**src/hw/sbt_map.svh**
```systemverilog
`ifndef SBT_MAP_SVH
`define SBT_MAP_SVH
// ----------------------------------------
// Frame lengths in bit times
// ----------------------------------------
`define SBT_BITS_SHORT 4'd10
`define SBT_BITS_LONG 4'd11
// ----------------------------------------
// Baud divider reset value
// ----------------------------------------
`define SBT_DIV_RESET 16'h00c9
`define SBT_DIV_WIDTH 16
`endif

```
**src/hw/sbt_pkg.sv**
```systemverilog
package sbt_pkg;
  typedef enum logic [1:0] {
    SBT_IDLE = 2'b00,
    SBT_PREAMBLE = 2'b10,
    SBT_BREAK = 2'b01
  } sbt_state_type;
endpackage

```
**src/hw/sbt_baud_tick.sv**
```systemverilog
`timescale 1ns/100ps
`include "sbt_map.svh"
module sbt_baud_tick #(
  parameter int DIV_W = `SBT_DIV_WIDTH
) (
  // Clock and reset
  input wire logic ref_clk_in,
  input wire logic reset_in,
  // Control
  input wire logic restart_in,
  input wire logic [DIV_W-1:0] divider_in,
  // Bit tick
  output logic tick_out
);
  logic [DIV_W-1:0] count_reg;

  // ----------------------------------------
  // Bit time counter
  // ----------------------------------------
  // Restart preloads one, else the first bit runs a clock long
  always_ff @(posedge ref_clk_in or posedge reset_in) begin
    if (reset_in) begin
      count_reg <= '0;
    end else if (restart_in) begin
      count_reg <= DIV_W'(1);
    end else if (count_reg >= divider_in) begin
      count_reg <= '0;
    end else begin
      count_reg <= count_reg + 1'b1;
    end
  end

  always_ff @(posedge ref_clk_in or posedge reset_in) begin
    if (reset_in) begin
      tick_out <= 1'b0;
    end else begin
      tick_out <= restart_in ? (divider_in == '0) : (count_reg >= divider_in);
    end
  end
endmodule // sbt_baud_tick

```
**src/hw/sbt_break_tx.sv**
```systemverilog
`timescale 1ns/100ps
`include "sbt_map.svh"
// Summary of operation
// - Setting then clearing break_request before the break ends sends exactly one break character.
// - Break lasts 10 bit times, or 11 with long word length; never doubled.
// - Breaks repeat back to back while break_request stays set.
// - Re-enabling the transmitter queues one idle line before next transmission.
// - Idle immediately followed by break gives break of exact nominal length.
module sbt_break_tx
  import sbt_pkg::*;
#(
  parameter int DIV_W = `SBT_DIV_WIDTH
) (
  // Clock and reset
  input wire logic ref_clk_in,
  input wire logic reset_in,
  // Control bits from serial_control_reg_two
  input wire logic break_request_in,
  input wire logic transmitter_enable_bit_in,
  input wire logic word_long_in,
  input wire logic [DIV_W-1:0] baud_rate_divider_in,
  // Serial line and status
  output logic serial_tx_out,
  output logic break_active_out,
  output logic idle_active_out
);
  sbt_state_type state_reg;
  sbt_state_type state_next;
  logic [3:0] bit_count_reg;
  logic [3:0] frame_len;
  logic word_long_reg;
  logic frame_end;
  logic enable_d_reg;
  logic idle_pending_reg;
  logic break_pending_reg;
  logic tick;
  logic restart;

  // ----------------------------------------
  // Bit timing
  // ----------------------------------------
  assign restart = (state_reg == SBT_IDLE);

  sbt_baud_tick #(
    .DIV_W(DIV_W)
  ) u_tick (
    .ref_clk_in(ref_clk_in),
    .reset_in(reset_in),
    .restart_in(restart),
    .divider_in(baud_rate_divider_in),
    .tick_out(tick)
  );

  // ----------------------------------------
  // Frame length
  // ----------------------------------------
  // word size latched at frame start
  // A word length change mid-frame would otherwise bend the break
  always_ff @(posedge ref_clk_in or posedge reset_in) begin
    if (reset_in) begin
      word_long_reg <= 1'b0;
    end else if (state_reg == SBT_IDLE) begin
      word_long_reg <= word_long_in;
    end
  end

  assign frame_len = word_long_reg ? `SBT_BITS_LONG : `SBT_BITS_SHORT;

  // Last bit time of the current frame
  assign frame_end = tick && (bit_count_reg == frame_len - 4'd1);

  // ----------------------------------------
  // Request capture
  // ----------------------------------------
  always_ff @(posedge ref_clk_in or posedge reset_in) begin
    if (reset_in) begin
      enable_d_reg <= 1'b0;
    end else begin
      enable_d_reg <= transmitter_enable_bit_in;
    end
  end

  always_ff @(posedge ref_clk_in or posedge reset_in) begin
    if (reset_in) begin
      idle_pending_reg <= 1'b0;
    end else if (transmitter_enable_bit_in && !enable_d_reg) begin
      idle_pending_reg <= 1'b1;
    end else if (state_reg == SBT_PREAMBLE && frame_end) begin
      idle_pending_reg <= 1'b0;
    end
  end

  // a short pulse still yields one break
  always_ff @(posedge ref_clk_in or posedge reset_in) begin
    if (reset_in) begin
      break_pending_reg <= 1'b0;
    end else if (break_request_in && transmitter_enable_bit_in) begin
      break_pending_reg <= 1'b1;
    end else if (state_reg == SBT_BREAK) begin
      break_pending_reg <= 1'b0;
    end
  end

  // ----------------------------------------
  // Frame sequencer
  // ----------------------------------------
  always_comb begin
    state_next = state_reg;
    case (state_reg)
      SBT_IDLE: begin
        // idle first, then break from a fresh bit boundary
        if (!transmitter_enable_bit_in) begin
          state_next = SBT_IDLE;
        end else if (idle_pending_reg) begin
          state_next = SBT_PREAMBLE;
        end else if (break_pending_reg) begin
          state_next = SBT_BREAK;
        end
      end
      SBT_PREAMBLE: begin
        if (frame_end) begin
          state_next = SBT_IDLE;
        end
      end
      SBT_BREAK: begin
        if (frame_end) begin
          state_next = (break_request_in && transmitter_enable_bit_in) ? SBT_BREAK : SBT_IDLE;
        end
      end
      default: begin
        state_next = SBT_IDLE;
      end
    endcase
  end

  always_ff @(posedge ref_clk_in or posedge reset_in) begin
    if (reset_in) begin
      state_reg <= SBT_IDLE;
    end else begin
      state_reg <= state_next;
    end
  end

  // count restarts per frame, so no doubling
  always_ff @(posedge ref_clk_in or posedge reset_in) begin
    if (reset_in) begin
      bit_count_reg <= 4'h0;
    end else if (state_reg == SBT_IDLE) begin
      bit_count_reg <= 4'h0;
    end else if (tick) begin
      bit_count_reg <= frame_end ? 4'h0 : bit_count_reg + 4'd1;
    end
  end

  // ----------------------------------------
  // Outputs
  // ----------------------------------------
  // low through break, high otherwise
  always_ff @(posedge ref_clk_in or posedge reset_in) begin
    if (reset_in) begin
      serial_tx_out <= 1'b1;
    end else begin
      serial_tx_out <= (state_next != SBT_BREAK);
    end
  end

  // Break status, aligned with the line
  always_ff @(posedge ref_clk_in or posedge reset_in) begin
    if (reset_in) begin
      break_active_out <= 1'b0;
    end else begin
      break_active_out <= (state_next == SBT_BREAK);
    end
  end

  // Idle preamble status
  always_ff @(posedge ref_clk_in or posedge reset_in) begin
    if (reset_in) begin
      idle_active_out <= 1'b0;
    end else begin
      idle_active_out <= (state_next == SBT_PREAMBLE);
    end
  end
endmodule // sbt_break_tx

```
**config.mk**
```make
export PLATFORM = sky130hd
export DESIGN_NAME = sbt_break_tx
export DESIGN_NICKNAME = d
export VERILOG_FILES = /design/src/hw/sbt_pkg.sv /design/src/hw/sbt_baud_tick.sv /design/src/hw/sbt_break_tx.sv
export VERILOG_INCLUDE_DIRS = /design/src /design/src/hw
export SDC_FILE = /design/constraint.sdc
export NUM_CORES = 1
export LEC_CHECK = 0
export ABC_AREA = 1
export ABC_CLOCK_PERIOD_IN_PS = 1700
export BUFFER_PORTS_ARGS = -buffer_cell sky130_fd_sc_hd__buf_4
export CAP_MARGIN = 20
export CORE_ASPECT_RATIO = 1.75
export CORE_MARGIN = 3
export CORE_UTILIZATION = 58
export DETAILED_ROUTE_END_ITERATION = 12
export PLACE_DENSITY_LB_ADDON = 0.1
export SLEW_MARGIN = 20
export SYNTH_ARGS = -nofsm -noshare
export SYNTH_HDL_FRONTEND = slang
export SYNTH_SLANG_ARGS = --single-unit
```
**constraint.sdc**
```tcl
create_clock -name ref_clk_in -period 1.7 [get_ports ref_clk_in]
set_clock_uncertainty 0.05 [all_clocks]
set_input_delay 0.17 -clock ref_clk_in [delete_from_list [all_inputs] [get_ports ref_clk_in]]
set_output_delay 0.17 -clock ref_clk_in [all_outputs]
set_load 0.005 [all_outputs]
```
After elaboration in Yosys (flattened, before gate mapping)
Index checks and enable logic that the tools add are counted.
{"block": "totals", "elab_cells": 49, "ff_bits": 30, "out_inout_bits": 3, "in_bits": 21}
{"block": "op_classes", "magnitude_cmp": 1, "n_addsub": 3, "muxes": 18, "reduce_logical": 10, "n_eq_ne": 6}
{"op": "2-to-1 mux 16 bit", "count": 2}
{"op": "adder 16 x 1 -> 16 bit (second input constant)", "count": 1}
{"op": "greater-or-equal comparator 16 bit", "count": 1}
{"op": "logical NOT 16 bit", "count": 1}
{"op": "2-to-1 mux 4 bit", "count": 3}
{"op": "2-to-1 mux 2 bit", "count": 5}
{"op": "2-to-1 mux 1 bit", "count": 7}
{"op": "one-hot mux 2 bit (3 select lines)", "count": 1}
{"op": "nonzero test 2 bit", "count": 3}
{"op": "adder 4 x 1 -> 4 bit (second input constant)", "count": 1}
{"op": "== test 2 x 1 -> 1 bit (second input constant)", "count": 2}
{"op": "== test 2 bit (second input constant)", "count": 2}
{"op": "== test 4 bit", "count": 1}
{"op": "logical AND 1 bit", "count": 4}
{"op": "subtractor 4 x 1 -> 4 bit (second input constant)", "count": 1}
{"op": "logical NOT 2 bit", "count": 1}
{"op": "!= test 2 x 1 -> 1 bit (second input constant)", "count": 1}
{"op": "logical NOT 1 bit", "count": 1}

Logic depth before layout (Yosys ltp)
Gate-level depths: netlist (run 1).
{"block": "logic_depth", "word_depth": 7, "mapped_depth": 13, "ltp_nobuf": 13}

By module
From an unflattened synthesis (run 1), not the netlist that was laid out.
{"block": "unflattened", "cells_unflattened": 242, "area_unflattened_um2": 1984.4}
{"module": "sbt_baud_tick", "cells_per_inst": 172, "seq_area_each_um2": 425.4, "n_inst": 1, "area_per_inst_um2": 1362.6}
{"module": "sbt_break_tx", "cells_per_inst": 70, "seq_area_each_um2": 326.6, "n_inst": 1, "area_per_inst_um2": 621.8}

Worst setup path before layout (run 1)
OpenSTA, ideal clock, no wires.
{"block": "synth_timing", "path_kind": "flip-flop to flip-flop", "startpoint": "reg u_tick.count_reg[7]", "endpoint": "reg u_tick.count_reg[9]", "period_less_slack_ps": 1547, "required_ps": 1529, "setup_ps": 121, "t_arrival_ps": 1376, "stages_incl_launch_ff": 12, "n_path_buf": 1, "setup_slack_ps": 153, "cell_sequence": "dfrtp_1 -> ha_1 -> nand2_1 -> inv_1 -> nand2_1 -> nor2_1 -> nor2_1 -> nand2_1 -> nand2_2 -> nand3_4 -> buf_6 -> nor2_2"}
{"block": "synth_between", "elab_chain_cells": 3, "elab_cells_between_ends": 4, "cone_classes": "1 x add/sub; 1 x order compare; 2 x mux"}
{"item": "start, declared", "line_no": "sbt_baud_tick.sv:15", "rtl": "logic [DIV_W-1:0] count_reg;"}
{"item": "start signal, assigned", "line_no": "sbt_baud_tick.sv:29", "rtl": "count_reg <= count_reg + 1'b1;"}
{"item": "adder 16 x 1 -> 16 bit or greater-or-equal comparator 16 bit (tied branches)", "line_no": "sbt_baud_tick.sv:29, sbt_baud_tick.sv:26"}
{"item": "2-to-1 mux 16 bit (*)", "line_no": "sbt_baud_tick.sv:26", "rtl": "end else if (count_reg >= divider_in) begin"}
{"item": "2-to-1 mux 16 bit (*)", "line_no": "sbt_baud_tick.sv:24", "rtl": "end else if (restart_in) begin"}
Every way passes the cells marked *; elsewhere a longest branch is shown, timed or not.
A chain may end at the register's enable or synchronous reset.

Final worst setup path (run 1)
{"block": "layout_timing", "startpoint": "reg u_tick.count_reg[14]", "endpoint": "reg u_tick.count_reg[3]"}
{"block": "layout_between", "elab_chain_cells": 3}
{"item": "greater-or-equal comparator 16 bit", "line_no": "sbt_baud_tick.sv:26"}
{"item": "2-to-1 mux 16 bit", "line_no": "sbt_baud_tick.sv:26"}
{"item": "2-to-1 mux 16 bit", "line_no": "sbt_baud_tick.sv:24"}
Every way passes these cells.

==> metrics.txt, run 1 <==
# TYPE chip_impl_metric gauge
chip_impl_info{name="outcome",value="complete, no violations"} 1
chip_impl_metric{name="synthesis_to_layout_area_growth",unit="%"} 30.4
chip_impl_metric{name="dpl.cell_count",unit=""} 319
chip_impl_info{name="hold_class",value="in -> reg"} 1
chip_impl_metric{name="share_of_synthesized_area_occupied_by_flip_flops_and_latches",unit="%"} 38.6
chip_impl_metric{name="site_row_count",unit=""} 27
chip_impl_info{name="setup.worst_path.class",value="reg -> reg"} 1
chip_impl_metric{name="crit_arrival",unit="ns"} 1.81
chip_impl_metric{name="route.final.wire_length",unit="um"} 4650
chip_impl_metric{name="slew_headroom",unit="%"} 70.7
chip_impl_metric{name="post_detailed_route_wirelength_per_cell",unit="um"} 13.9
chip_impl_metric{name="totalNegativeSetupSlack",unit="ns"} 0
chip_impl_metric{name="pwr_density_cell",unit="nW/um2"} 858
chip_impl_metric{name="via_count_of_the_first_global_routing_pass",unit=""} 1707
chip_impl_metric{name="timing.max_cap.violations",unit=""} 0
chip_impl_metric{name="min_period_over_period",unit="%"} 99.3
chip_impl_metric{name="delay_contributed_by_the_slowest_stage_of_the_critical_path",unit="ns"} 0.40
chip_impl_metric{name="setup_viol",unit=""} 0
chip_impl_metric{name="syn_area",unit="um2"} 1950
chip_impl_metric{name="share_seq_of_total_power",unit="%"} 38.2
chip_impl_metric{name="final_hold_viol_count",unit=""} 0
chip_impl_metric{name="vias",unit=""} 1726
chip_impl_metric{name="syn-mean-instance-area",unit="um2"} 8.11
chip_impl_metric{name="drive_gt1_share",unit="%"} 29.4
chip_impl_info{name="cp-end-kind",value="flip-flop"} 1
chip_impl_metric{name="core_area",unit="um2"} 3180
chip_impl_metric{name="mappedNetlistNets",unit=""} 279
chip_impl_metric{name="grt_pass1_wl",unit="um"} 7250
chip_impl_metric{name="clock_power_share",unit="%"} 32.9
chip_impl_metric{name="worst_vdd_ir",unit="V"} 0.000977
chip_impl_info{name="crit_path_from",value="u_tick.count_reg[14]$_DFF_PP0_"} 1
chip_impl_info{name="clock_tree_from_tritoncts",value="done"} 1
chip_impl_info{name="cts_root_buffer",value="clkbuf_8"} 1
chip_impl_metric{name="gr-usage-all-layers",unit="%"} 23.8
chip_impl_metric{name="placement.io_buffers",unit=""} 23
chip_impl_metric{name="floorplan.initialDensity",unit="%"} 61.3
chip_impl_metric{name="routed_via_density",unit=""} 5.14
chip_impl_metric{name="yosys_warnings",unit=""} 0
chip_impl_metric{name="largest_reg_flops",unit=""} 16
chip_impl_info{name="final_cell_mix",value="43 x nand2_1, 42 x inv_1, 41 x buf_4"} 1
chip_impl_metric{name="adder_cell_share_of_the_synthesized_area",unit="%"} 11.6
chip_impl_metric{name="synth_mux_area_share",unit="%"} 0
chip_impl_metric{name="final-seq-area",unit="um2"} 752
chip_impl_metric{name="timing.critical_path.fanout_max",unit=""} 4
chip_impl_metric{name="cp_data_required_time",unit="ns"} 1.82
chip_impl_metric{name="layoutNonFillerInstCount",unit=""} 336
chip_impl_info{name="grt_setup_unrepaired",value="true"} 1
chip_impl_metric{name="power.static_leakage",unit="uW"} 0.00133
chip_impl_metric{name="critical_path_depth",unit=""} 7
chip_impl_info{name="combinational_family_with_the_most_area_after_synthesis",value="simple AND/OR/NAND/NOR gates"} 1
chip_impl_metric{name="final_antenna_net_count",unit=""} 0
chip_impl_metric{name="cts_max_level",unit=""} 2
chip_impl_metric{name="num_io_pins",unit=""} 24
chip_impl_metric{name="min_period",unit="ns"} 1.69
chip_impl_info{name="regToRegStartpoint",value="u_tick.count_reg[14]$_DFF_PP0_"} 1
chip_impl_metric{name="dp_hpwl",unit="um"} 3260
chip_impl_metric{name="post_synth_xor_area_fraction",unit="%"} 6.30
chip_impl_metric{name="clkSlewWorstSetupHoldPaths",unit="ns"} 0.07
chip_impl_metric{name="antenna_found_initial",unit=""} 0
chip_impl_metric{name="multi_input_comb_area",unit="um2"} 1090
chip_impl_metric{name="clock_insertion_delay_worst_skew",unit="ns"} 0.29
chip_impl_metric{name="synth-simple-area-share",unit="%"} 26.9
chip_impl_metric{name="fmaxAchievable",unit="GHz"} 0.593
chip_impl_metric{name="gp_congestion",unit=""} 0.851
chip_impl_metric{name="tightest_slew",unit="ns"} 0.435
chip_impl_metric{name="num-fill-cells",unit=""} 222
chip_impl_metric{name="worst_r2r_path_depth",unit=""} 7
chip_impl_metric{name="clockBufferDepth",unit=""} 2
chip_impl_info{name="timing.hold.worst.start",value="word_long_in"} 1
chip_impl_info{name="crit_family",value="simple AND/OR/NAND/NOR gates"} 1
chip_impl_metric{name="detail_route.drc_violations",unit=""} 0
chip_impl_metric{name="final-max-slew-violation-count",unit=""} 0
chip_impl_metric{name="grt_max_degree",unit=""} 31
chip_impl_metric{name="power_switching_share",unit="%"} 31.1
chip_impl_metric{name="internal_power",unit="uW"} 1500
chip_impl_metric{name="numClockSinks",unit=""} 30
chip_impl_metric{name="tritoncts.num_buffers",unit=""} 5
chip_impl_metric{name="min_path_cells",unit=""} 3
chip_impl_info{name="slowest_stage",value="dfrtp_1"} 1
chip_impl_metric{name="antenna_diode_count",unit=""} 0
chip_impl_metric{name="synthesis.instances",unit=""} 240
chip_impl_metric{name="dieArea",unit="um2"} 4110
chip_impl_metric{name="drtIter0Drc",unit=""} 48
chip_impl_metric{name="chipHeight",unit="um"} 82.6
chip_impl_metric{name="power.net_switching",unit="uW"} 678
chip_impl_metric{name="worst-path-buf-inv",unit=""} 1
chip_impl_info{name="critPathLaunchType",value="flip-flop"} 1
chip_impl_metric{name="detailedRoute.firstPassIterationCount",unit=""} 4
chip_impl_metric{name="hold_ws",unit="ns"} 0.0564
chip_impl_metric{name="dieWidth",unit="um"} 49.8
chip_impl_metric{name="synth-compound-area-share",unit="%"} 7.27
chip_impl_info{name="crit_chain",value="ha_1, nand4_1, a21oi_2, nor2_2, nand3_4, buf_6, nor2_4"} 1
chip_impl_metric{name="postSynthRegisterBits",unit=""} 30
chip_impl_metric{name="globalRoute.totalOverflow",unit=""} 0
chip_impl_metric{name="nNetsFinal",unit=""} 331
chip_impl_info{name="final_common_cell",value="nand2_1"} 1
chip_impl_metric{name="power.combinational.fraction",unit="%"} 28.8
chip_impl_metric{name="netlist-cell-type-count",unit=""} 26
-- routing by layer --
layer / routed length [um] / GRT usage, % / vias to the layer above
met4: 215 / 10.5 / 0
met1: 1580 / 22.4 / 777
met2: 2660 / 48.1 / 55
met3: 198 / 4.85 / 21
met5: 0 / 0 / -
li1: - / - / 873
-- worst paths after layout --
path                       slack, ns                             to
max                             0.01  u_tick.count_reg[3]$_DFF_PP0_
min                             0.06      word_long_reg$_DFFE_PP0P_
max reg2reg                     0.01  u_tick.count_reg[3]$_DFF_PP0_
min reg2reg                     0.39   idle_pending_reg$_DFFE_PP0P_
max in group asynchronous       0.81        serial_tx_out$_DFF_PP1_
min in group asynchronous       0.48         enable_d_reg$_DFF_PP0_
-- power groups by stage --
| stage | logic, uW | clock network (uW) | registers [uW] |
|---|---|---|---|
| 6_report | 627 | 718 | 833 |
| 2_1_floorplan | 317 | 0 | 850 |
| 3_5_place_dp | 498 | 0 | 843 |
| 5_1_grt | 703 | 754 | 844 |
| 3_3_place_gp | 485 | 0 | 840 |
| 4_1_cts | 521 | 712 | 833 |
-- cells by family after synthesis --
group           after synthesis
compound gates               24
buf+inv                      46
fa+ha+maj                    18
simple gates                108
xor+xnor                     14
flops                        30
-- synth_stat cells --
cell,number,area [um2]
nand2_1,45,169
inv_1,43,161
dfrtp_1,29,726
nor2_1,19,71.3
ha_1,18,225
nand3_1,12,60.1
nor2_2,11,68.8
xor2_1,11,96.3
a21oi_1,8,40.0
o21ai_0,7,35.0
nor3_1,6,30.0
nand4_1,5,31.3
o22ai_1,4,25.0
nand2_2,3,18.8
nor4_1,3,18.8
xnor2_1,3,26.3
a32o_1,2,20.0
inv_2,2,7.51
nor2_4,2,22.5
a21oi_2,1,8.76
buf_6,1,11.3
dfstp_2,1,26.3
nand3_4,1,17.5
nor3_4,1,16.3
o211ai_1,1,7.51
o21ai_1,1,5.00
-- area by class of cell --
class                           instances  share of cell area (%)
Clock buffer                            5                    2.71
Clock inverter                          3                    1.58
Inverter                               45                    6.66
Multi-Input combinational cell        164                    42.9
Sequential cell                        30                    29.6
Tap cell                               43                    2.12
Timing Repair Buffer                   46                    14.4
-- tightest hold or removal path, cell delays in order --
cell and delay [ns]:
buf_4 0.08, nand2_1 0.04, o21ai_0 0.07
-- metrics by stage --
step | cell area, um2 | worst slack, ns | utilization [%] | total power [uW]
2_1_floorplan | 1950 | 0.153 | - | 1170
3_3_place_gp | 2270 | 0.0160 | 71.4 | 1320
3_5_place_dp | 2270 | -0.0263 | 71.4 | 1340
4_1_cts | 2420 | 0.0158 | 76.1 | 2070
5_1_grt | 2540 | -0.0635 | 79.9 | 2300
6_report | 2540 | 0.0123 | 79.9 | 2180
-- repair_timing --
item	in CTS	in global routing
hold buffers	2	0
resized for setup	0	21
pin swaps	0	7
hold endpoints to repair	30	0
setup endpoints to repair	15	16
buffers inserted	3	4
No activity file was read; power rests on OpenSTA's default activity.
==> run 2, diff against run 1 <==
--- a/config.mk
+++ b/config.mk
@@ -18,4 +18,5 @@
 export SLEW_MARGIN = 20
 export SYNTH_ARGS = -nofsm -noshare
 export SYNTH_HDL_FRONTEND = slang
+export SYNTH_HIERARCHICAL = 1
 export SYNTH_SLANG_ARGS = --single-unit
==> metrics.txt, run 2 <==
# TYPE chip_impl_metric gauge
chip_impl_info{name="outcome",value="complete, no violations"} 1
chip_impl_metric{name="share_seq_of_total_power",unit="%"} 40.4
chip_impl_metric{name="site_row_count",unit=""} 27
chip_impl_metric{name="via_count_of_the_first_global_routing_pass",unit=""} 1786
chip_impl_metric{name="min_path_cells",unit=""} 3
chip_impl_metric{name="nNetsFinal",unit=""} 329
chip_impl_info{name="clock_tree_from_tritoncts",value="done"} 1
chip_impl_metric{name="min_period",unit="ns"} 1.67
chip_impl_metric{name="power_switching_share",unit="%"} 31.8
chip_impl_metric{name="dieWidth",unit="um"} 50.2
chip_impl_metric{name="metal3_wl",unit="um"} 115
chip_impl_metric{name="grt_max_degree",unit=""} 18
chip_impl_metric{name="vias",unit=""} 1727
chip_impl_metric{name="num_io_pins",unit=""} 24
chip_impl_info{name="timing.hold.worst.start",value="word_long_in"} 1
chip_impl_metric{name="clock_power_share",unit="%"} 27.9
chip_impl_metric{name="detailedRoute.firstPassIterationCount",unit=""} 4
chip_impl_metric{name="postSynth.asyncResetShare",unit="%"} 100
chip_impl_metric{name="number_of_synthesized_flops_with_an_enable_pin",unit=""} 0
chip_impl_metric{name="dp_hpwl",unit="um"} 3410
chip_impl_metric{name="clockBufferDepth",unit=""} 2
chip_impl_metric{name="min_period_over_period",unit="%"} 98.4
chip_impl_metric{name="clock_insertion_delay_worst_skew",unit="ns"} 0.28
chip_impl_metric{name="cp_data_required_time",unit="ns"} 1.82
chip_impl_metric{name="gr-usage-all-layers",unit="%"} 23.9
chip_impl_info{name="ys_top_cells_by_area",value="dfrtp_1 37%, ha_1 11%, nand2_1 8.9%"} 1
chip_impl_metric{name="rrSetupSlack",unit="ns"} 0.03
chip_impl_metric{name="post_layout_instance_area",unit="um2"} 2560
chip_impl_metric{name="met2RoutedLength",unit="um"} 2680
chip_impl_metric{name="route.final.wire_length",unit="um"} 4540
chip_impl_info{name="cp-end-kind",value="flip-flop"} 1
chip_impl_metric{name="final_antenna_net_count",unit=""} 0
chip_impl_metric{name="slew_headroom",unit="%"} 53.4
chip_impl_metric{name="mappedNetlistNets",unit=""} 281
chip_impl_info{name="setup.worst_path.class",value="reg -> reg"} 1
chip_impl_metric{name="dpl-instance-area",unit="um2"} 2300
chip_impl_info{name="min_delay_endpoint",value="word_long_reg$_DFFE_PP0P_"} 1
chip_impl_metric{name="netlist-cell-type-count",unit=""} 28
chip_impl_metric{name="final-max-slew-violation-count",unit=""} 0
chip_impl_metric{name="internal_power",unit="uW"} 1430
chip_impl_metric{name="crit_arrival",unit="ns"} 1.79
chip_impl_info{name="critPathLaunchType",value="flip-flop"} 1
chip_impl_metric{name="synthesis_to_layout_area_growth",unit="%"} 29.3
chip_impl_metric{name="core_area",unit="um2"} 3210
chip_impl_info{name="synthDominantAreaCellType",value="dfrtp_1"} 1
chip_impl_metric{name="power.static_leakage",unit="uW"} 0.00128
chip_impl_metric{name="num-fill-cells",unit=""} 219
chip_impl_info{name="synth_most_common_cell",value="nand2_1"} 1
chip_impl_metric{name="synthesis.instances",unit=""} 242
chip_impl_metric{name="worst_r2r_path_depth",unit=""} 7
chip_impl_metric{name="proportion_of_netlist_area_held_by_the_largest_area_contributor",unit="%"} 36.6
chip_impl_metric{name="syn-mean-instance-area",unit="um2"} 8.20
chip_impl_metric{name="cts_max_level",unit=""} 2
chip_impl_info{name="hold_class",value="in -> reg"} 1
chip_impl_metric{name="antenna_diode_count",unit=""} 0
chip_impl_metric{name="power.net_switching",unit="uW"} 666
chip_impl_info{name="final_cell_mix",value="45 x nand2_1, 38 x inv_1, 38 x buf_4"} 1
chip_impl_metric{name="tightest_slew",unit="ns"} 0.697
chip_impl_metric{name="dieArea",unit="um2"} 4190
chip_impl_metric{name="grt_pass1_wl",unit="um"} 7650
chip_impl_metric{name="drtIter0Drc",unit=""} 35
chip_impl_metric{name="power.combinational.fraction",unit="%"} 31.7
chip_impl_metric{name="worst_vdd_ir",unit="V"} 0.000884
chip_impl_metric{name="drive_gt1_share",unit="%"} 31.3
chip_impl_metric{name="setup_viol",unit=""} 0
chip_impl_metric{name="yosys_warnings",unit=""} 6
chip_impl_info{name="grt_setup_unrepaired",value="true"} 1
chip_impl_metric{name="totalNegativeSetupSlack",unit="ns"} 0
chip_impl_info{name="topRoutingLayerUsed",value="met4"} 1
chip_impl_metric{name="placement.io_buffers",unit=""} 23
chip_impl_metric{name="pwr_density_cell",unit="nW/um2"} 817
chip_impl_metric{name="floorplan.initialDensity",unit="%"} 61.8
chip_impl_info{name="final_common_cell",value="nand2_1"} 1
chip_impl_metric{name="chipHeight",unit="um"} 83.4
chip_impl_metric{name="syn_area",unit="um2"} 1980
chip_impl_metric{name="gp_congestion",unit=""} 0.785
chip_impl_metric{name="routed_via_density",unit=""} 5.17
chip_impl_metric{name="timing.max_cap.violations",unit=""} 0
chip_impl_metric{name="tritoncts.num_buffers",unit=""} 5
chip_impl_metric{name="antenna_found_initial",unit=""} 0
chip_impl_metric{name="numClockSinks",unit=""} 30
chip_impl_metric{name="globalRoute.totalOverflow",unit=""} 0
chip_impl_metric{name="share_of_synthesized_area_occupied_by_flip_flops_and_latches",unit="%"} 37.9
chip_impl_metric{name="post_detailed_route_wirelength_per_cell",unit="um"} 13.6
chip_impl_info{name="synth-main-ff-cell",value="dfrtp_1"} 1
chip_impl_metric{name="clkSlewWorstSetupHoldPaths",unit="ns"} 0.07
chip_impl_metric{name="final_hold_viol_count",unit=""} 0
chip_impl_metric{name="postSynthRegisterBits",unit=""} 30
chip_impl_metric{name="finish.utilization",unit="%"} 79.9
chip_impl_metric{name="fmaxAchievable",unit="GHz"} 0.598
chip_impl_info{name="cts_root_buffer",value="clkbuf_8"} 1
chip_impl_metric{name="timing.critical_path.fanout_max",unit=""} 7
chip_impl_metric{name="wirelength_met1",unit="um"} 1600
chip_impl_info{name="synth_commonest_cells",value="47 x nand2_1, 39 x inv_1, 29 x dfrtp_1"} 1
chip_impl_metric{name="detail_route.drc_violations",unit=""} 0
chip_impl_metric{name="largest_reg_flops",unit=""} 16
chip_impl_info{name="regToRegStartpoint",value="u_tick/count_reg[14]$_DFF_PP0_"} 1
chip_impl_info{name="reg2reg_to",value="u_tick/count_reg[11]$_DFF_PP0_"} 1
run 2: metal layers:
layer / GRT usage, % / vias up
met5: 0 / -
met4: 12.6 / 0
met3: 4.85 / 13
met2: 44.3 / 22
met1: 23.6 / 825
li1: - / 867
run 2: logic make-up after synthesis:
| family | count (synthesis) | synth area share [%] |
|---|---|---|
| compound gates | 24 | 6.94 |
| xor+xnor | 14 | 6.18 |
| simple gates | 115 | 29.5 |
| flops | 30 | 37.9 |
| buf+inv | 41 | 8.13 |
| fa+ha+maj | 18 | 11.3 |
run 2: stage by stage:
stage	power, uW	hold WS [ns]	setup WS, ns	instances
after CTS	2040	0.0557	0.0323	332
after global routing	2250	0.0878	-0.0378	334
after floorplan	1220	-0.00376	0.119	242
final	2090	0.0572	0.0271	334
after detailed placement	1440	0.181	0.0198	321
after global placement	1430	0.182	0.0602	321
run 2: worst max-delay path: stages (launching register included):
cell,delay [ns]
dfrtp_1,0.42
ha_1,0.28
nand2_1,0.09
nor3_2,0.26
nand2_2,0.13
nand3_4,0.13
clkbuf_16,0.17
nor2_2,0.04
run 2: what timing repair did:
| action | in CTS | in global routing |
|---|---|---|
| setup endpoints to repair | 1 | 15 |
| setup buffers | 1 | 1 |
| hold buffers | 2 | 0 |
| endpoints found under the hold margin | 30 | 0 |
| gates cloned | 0 | 1 |
| resized for setup | 0 | 17 |
| pin swaps | 1 | 5 |
run 2: area by class of cell:
type	instances	area (um2)	share of cell area (%)
clock inverter	1	5.00	0.195
clock buffer	7	86.3	3.37
multi-input combinational	171	1170	45.5
timing repair buffer	42	350	13.7
tap	43	53.8	2.10
inverter	40	150	5.85
sequential	30	752	29.3
run 2: worst max-delay path by stage:
| stage | cells past startpoint | from | to | slack (ns) |
|---|---|---|---|---|
| CTS | 7 | u_tick/count_reg[15]$_DFF_PP0_ | u_tick/count_reg[3]$_DFF_PP0_ | 0.03 |
| floorplan | 11 | u_tick/count_reg[3]$_DFF_PP0_ | u_tick/count_reg[13]$_DFF_PP0_ | 0.12 |
| global placement | 6 | u_tick/count_reg[15]$_DFF_PP0_ | u_tick/count_reg[3]$_DFF_PP0_ | 0.06 |
| finish | 7 | u_tick/count_reg[14]$_DFF_PP0_ | u_tick/count_reg[11]$_DFF_PP0_ | 0.03 |
| global route | 7 | u_tick/count_reg[15]$_DFF_PP0_ | u_tick/count_reg[6]$_DFF_PP0_ | -0.04 |
| detailed placement | 6 | u_tick/count_reg[9]$_DFF_PP0_ | u_tick/count_reg[3]$_DFF_PP0_ | 0.02 |
run 2: power by group through the flow:
stage	Sequential, uW	Clock [uW]	Combinational (uW)
global placement	846	0	580
finish	845	584	664
global route	858	640	756
floorplan	887	0	337
CTS	837	603	600
detailed placement	848	0	591
==> run 3, diff against run 2 <==
--- a/config.mk
+++ b/config.mk
@@ -14,9 +14,8 @@
 export CORE_MARGIN = 3
 export CORE_UTILIZATION = 58
 export DETAILED_ROUTE_END_ITERATION = 12
-export PLACE_DENSITY_LB_ADDON = 0.1
+export PLACE_DENSITY = 0.92
 export SLEW_MARGIN = 20
 export SYNTH_ARGS = -nofsm -noshare
 export SYNTH_HDL_FRONTEND = slang
-export SYNTH_HIERARCHICAL = 1
 export SYNTH_SLANG_ARGS = --single-unit
==> metrics.txt, run 3 (synthesized netlist as in run 1, its figures left out) <==
# TYPE chip_impl_metric gauge
chip_impl_metric{name="gr-usage-all-layers",unit="%"} 24.0
chip_impl_metric{name="floorplan.initialDensity",unit="%"} 61.3
chip_impl_metric{name="routed_via_density",unit=""} 5.53
chip_impl_metric{name="timing.max_cap.violations",unit=""} 0
chip_impl_metric{name="final-max-slew-violation-count",unit=""} 0
chip_impl_metric{name="final_hold_viol_count",unit=""} 0
chip_impl_metric{name="tightest_slew",unit="ns"} 0.421
chip_impl_info{name="final_cell_mix",value="44 x nand2_1, 42 x inv_1, 42 x buf_4"} 1
chip_impl_metric{name="pwr_density_cell",unit="nW/um2"} 813
chip_impl_metric{name="internal_power",unit="uW"} 1410
chip_impl_metric{name="antenna_diode_count",unit=""} 0
chip_impl_metric{name="gp_congestion",unit=""} 0.900
chip_impl_info{name="clock_tree_from_tritoncts",value="done"} 1
chip_impl_metric{name="worst_vdd_ir",unit="V"} 0.000665
chip_impl_info{name="critPathLaunchType",value="flip-flop"} 1
chip_impl_metric{name="num-fill-cells",unit=""} 220
chip_impl_metric{name="report.power.total",unit="uW"} 2080
chip_impl_metric{name="dieArea",unit="um2"} 4110
chip_impl_metric{name="dp_hpwl",unit="um"} 3460
chip_impl_metric{name="cp_data_required_time",unit="ns"} 1.87
chip_impl_metric{name="clkSlewWorstSetupHoldPaths",unit="ns"} 0.06
chip_impl_metric{name="clock_power_share",unit="%"} 28.6
chip_impl_metric{name="multi_input_comb_area",unit="um2"} 1110
chip_impl_metric{name="grt_pass1_wl",unit="um"} 7290
chip_impl_metric{name="drive_gt1_share",unit="%"} 29.0
chip_impl_info{name="setup.worst_path.class",value="reg -> reg"} 1
chip_impl_info{name="outcome",value="complete, no violations"} 1
chip_impl_metric{name="final_antenna_net_count",unit=""} 0
chip_impl_metric{name="crit_arrival",unit="ns"} 1.86
chip_impl_metric{name="fmaxAchievable",unit="GHz"} 0.593
chip_impl_metric{name="min_period_over_period",unit="%"} 99.2
chip_impl_metric{name="synthesis_to_layout_area_growth",unit="%"} 31.4
chip_impl_metric{name="hold_ws",unit="ns"} 0.0455
chip_impl_metric{name="core_area",unit="um2"} 3180
chip_impl_metric{name="route.final.wire_length",unit="um"} 5170
chip_impl_metric{name="clockBufferDepth",unit=""} 2
chip_impl_metric{name="power.static_leakage",unit="uW"} 0.00131
chip_impl_info{name="slowest_stage",value="dfrtp_1"} 1
chip_impl_info{name="crit_chain",value="ha_1, nand2_2, inv_2, nand2_1, nand2_1, nor2_1, nand2_1, nand2_2, nand3_4, clkbuf_16, nor2_1"} 1
chip_impl_metric{name="worst_slack",unit="ns"} 0.0144
chip_impl_metric{name="vias",unit=""} 1859
chip_impl_metric{name="cts_max_level",unit=""} 2
chip_impl_info{name="worst_path_most_repeated_cell",value="nand2_1"} 1
chip_impl_metric{name="nNetsFinal",unit=""} 331
chip_impl_info{name="final_common_cell",value="nand2_1"} 1
chip_impl_metric{name="detailedRoute.firstPassIterationCount",unit=""} 4
chip_impl_info{name="grt_setup_unrepaired",value="true"} 1
chip_impl_metric{name="post_detailed_route_wirelength_per_cell",unit="um"} 15.4
chip_impl_metric{name="drtIter0Drc",unit=""} 75
chip_impl_metric{name="slew_headroom",unit="%"} 71.6
chip_impl_metric{name="placement.io_buffers",unit=""} 23
chip_impl_metric{name="delay_contributed_by_the_slowest_stage_of_the_critical_path",unit="ns"} 0.40
chip_impl_metric{name="numClockSinks",unit=""} 30
chip_impl_metric{name="globalRoute.totalOverflow",unit=""} 0
chip_impl_metric{name="share_seq_of_total_power",unit="%"} 41.2
chip_impl_metric{name="via_count_of_the_first_global_routing_pass",unit=""} 1746
chip_impl_info{name="hold_class",value="in -> reg"} 1
chip_impl_metric{name="num_io_pins",unit=""} 24
chip_impl_metric{name="post_layout_instance_area",unit="um2"} 2560
chip_impl_metric{name="tritoncts.num_buffers",unit=""} 5
chip_impl_metric{name="detail_route.drc_violations",unit=""} 0
chip_impl_metric{name="totalNegativeSetupSlack",unit="ns"} 0
chip_impl_metric{name="power.net_switching",unit="uW"} 669
chip_impl_metric{name="final-seq-area",unit="um2"} 753
chip_impl_metric{name="antenna_found_initial",unit=""} 0
chip_impl_metric{name="clock_insertion_delay_worst_skew",unit="ns"} 0.29
chip_impl_metric{name="site_row_count",unit=""} 27
chip_impl_metric{name="min_period",unit="ns"} 1.69
chip_impl_metric{name="grt_max_degree",unit=""} 31
chip_impl_metric{name="chipHeight",unit="um"} 82.6
chip_impl_metric{name="dpl-instance-area",unit="um2"} 2260
chip_impl_metric{name="largest_reg_flops",unit=""} 16
chip_impl_info{name="cp-end-kind",value="flip-flop"} 1
chip_impl_metric{name="setup_viol",unit=""} 0
chip_impl_metric{name="power.combinational.fraction",unit="%"} 30.2
chip_impl_info{name="cts_root_buffer",value="clkbuf_8"} 1
chip_impl_metric{name="dieWidth",unit="um"} 49.8
chip_impl_metric{name="timing.critical_path.fanout_max",unit=""} 6
chip_impl_metric{name="power_switching_share",unit="%"} 32.2
chip_impl_metric{name="detailedPlace.worstSlack",unit="ns"} -0.0183
-- run 3: changes by cell type in the layout (fill, tap and decap cells not counted), moves of 3 or more --
| cell | previous run | this run |
|---|---|---|
| nor2_1 | 13 | 17 |
| o21ai_1 | 8 | 1 |
| nand3_2 | 3 | 0 |
| buf_4 | 38 | 42 |
| o22ai_1 | 0 | 4 |
| inv_1 | 38 | 42 |
| o21ai_0 | 2 | 7 |
| nor2_2 | 18 | 13 |
-- run 3: final timing paths --
| kind | from | cells past startpoint | slack, ns | end |
|---|---|---|---|---|
| worst max-delay path | u_tick.count_reg[6]$_DFF_PP0_ | 11 | 0.01 | u_tick.count_reg[15]$_DFF_PP0_ |
| worst min-delay path | word_long_in | 3 | 0.05 | word_long_reg$_DFFE_PP0P_ |
| worst max register to register | u_tick.count_reg[6]$_DFF_PP0_ | 11 | 0.01 | u_tick.count_reg[15]$_DFF_PP0_ |
| worst min register to register | enable_d_reg$_DFF_PP0_ | 1 | 0.38 | idle_pending_reg$_DFFE_PP0P_ |
| max in group asynchronous | reset_in | 4 | 0.82 | serial_tx_out$_DFF_PP1_ |
| min in group asynchronous | reset_in | 4 | 0.47 | u_tick.count_reg[13]$_DFF_PP0_ |
-- run 3: area by class of cell --
type                       instances  share of cell area, %
multi-input combinational        164                   43.4
sequential                        30                   29.5
timing repair buffer              46                   14.9
inverter                          45                   6.61
clock buffer                       7                   3.38
tap                               43                   2.10
clock inverter                     1                  0.196
-- run 3: worst max-delay path: cells and delay by family (launching register included) --
family / cells / cell delay, ns
adders and majority gates: 1 / 0.29
buffers and inverters: 2 / 0.22
and+or+nand+nor: 8 / 0.65
DFF: 1 / 0.40
-- run 3: power by group through the flow --
stage / combinational, uW / sequential, uW / clock [uW]
6_report: 627 / 857 / 595
5_1_grt: 702 / 863 / 641
4_1_cts: 523 / 837 / 596
3_5_place_dp: 501 / 849 / 0
3_3_place_gp: 469 / 844 / 0
2_1_floorplan: 317 / 850 / 0
-- run 3: layer usage --
layer / vias up / track usage, % / part of all wire [%]
li1: 872 / - / -
met1: 897 / 22.2 / 36
met2: 65 / 47.1 / 57
met3: 25 / 4.85 / 3.6
met4: 0 / 14.4 / 3.8
met5: - / 0 / 0
-- run 3: timing repair --
action | 4_1_cts | 5_1_grt
gates resized for setup | 0 | 12
pin swaps | 1 | 6
endpoints found under the hold margin | 30 | 0
hold buffers | 2 | 0
endpoints found under the setup margin | 2 | 15
buffers inserted | 2 | 5
cloned | 0 | 1
-- run 3: through the flow --
stage	util, %	instances
2_1_floorplan	-	240
3_3_place_gp	71.1	318
3_5_place_dp	71.1	318
4_1_cts	75.5	330
5_1_grt	80.5	336
6_report	80.5	336
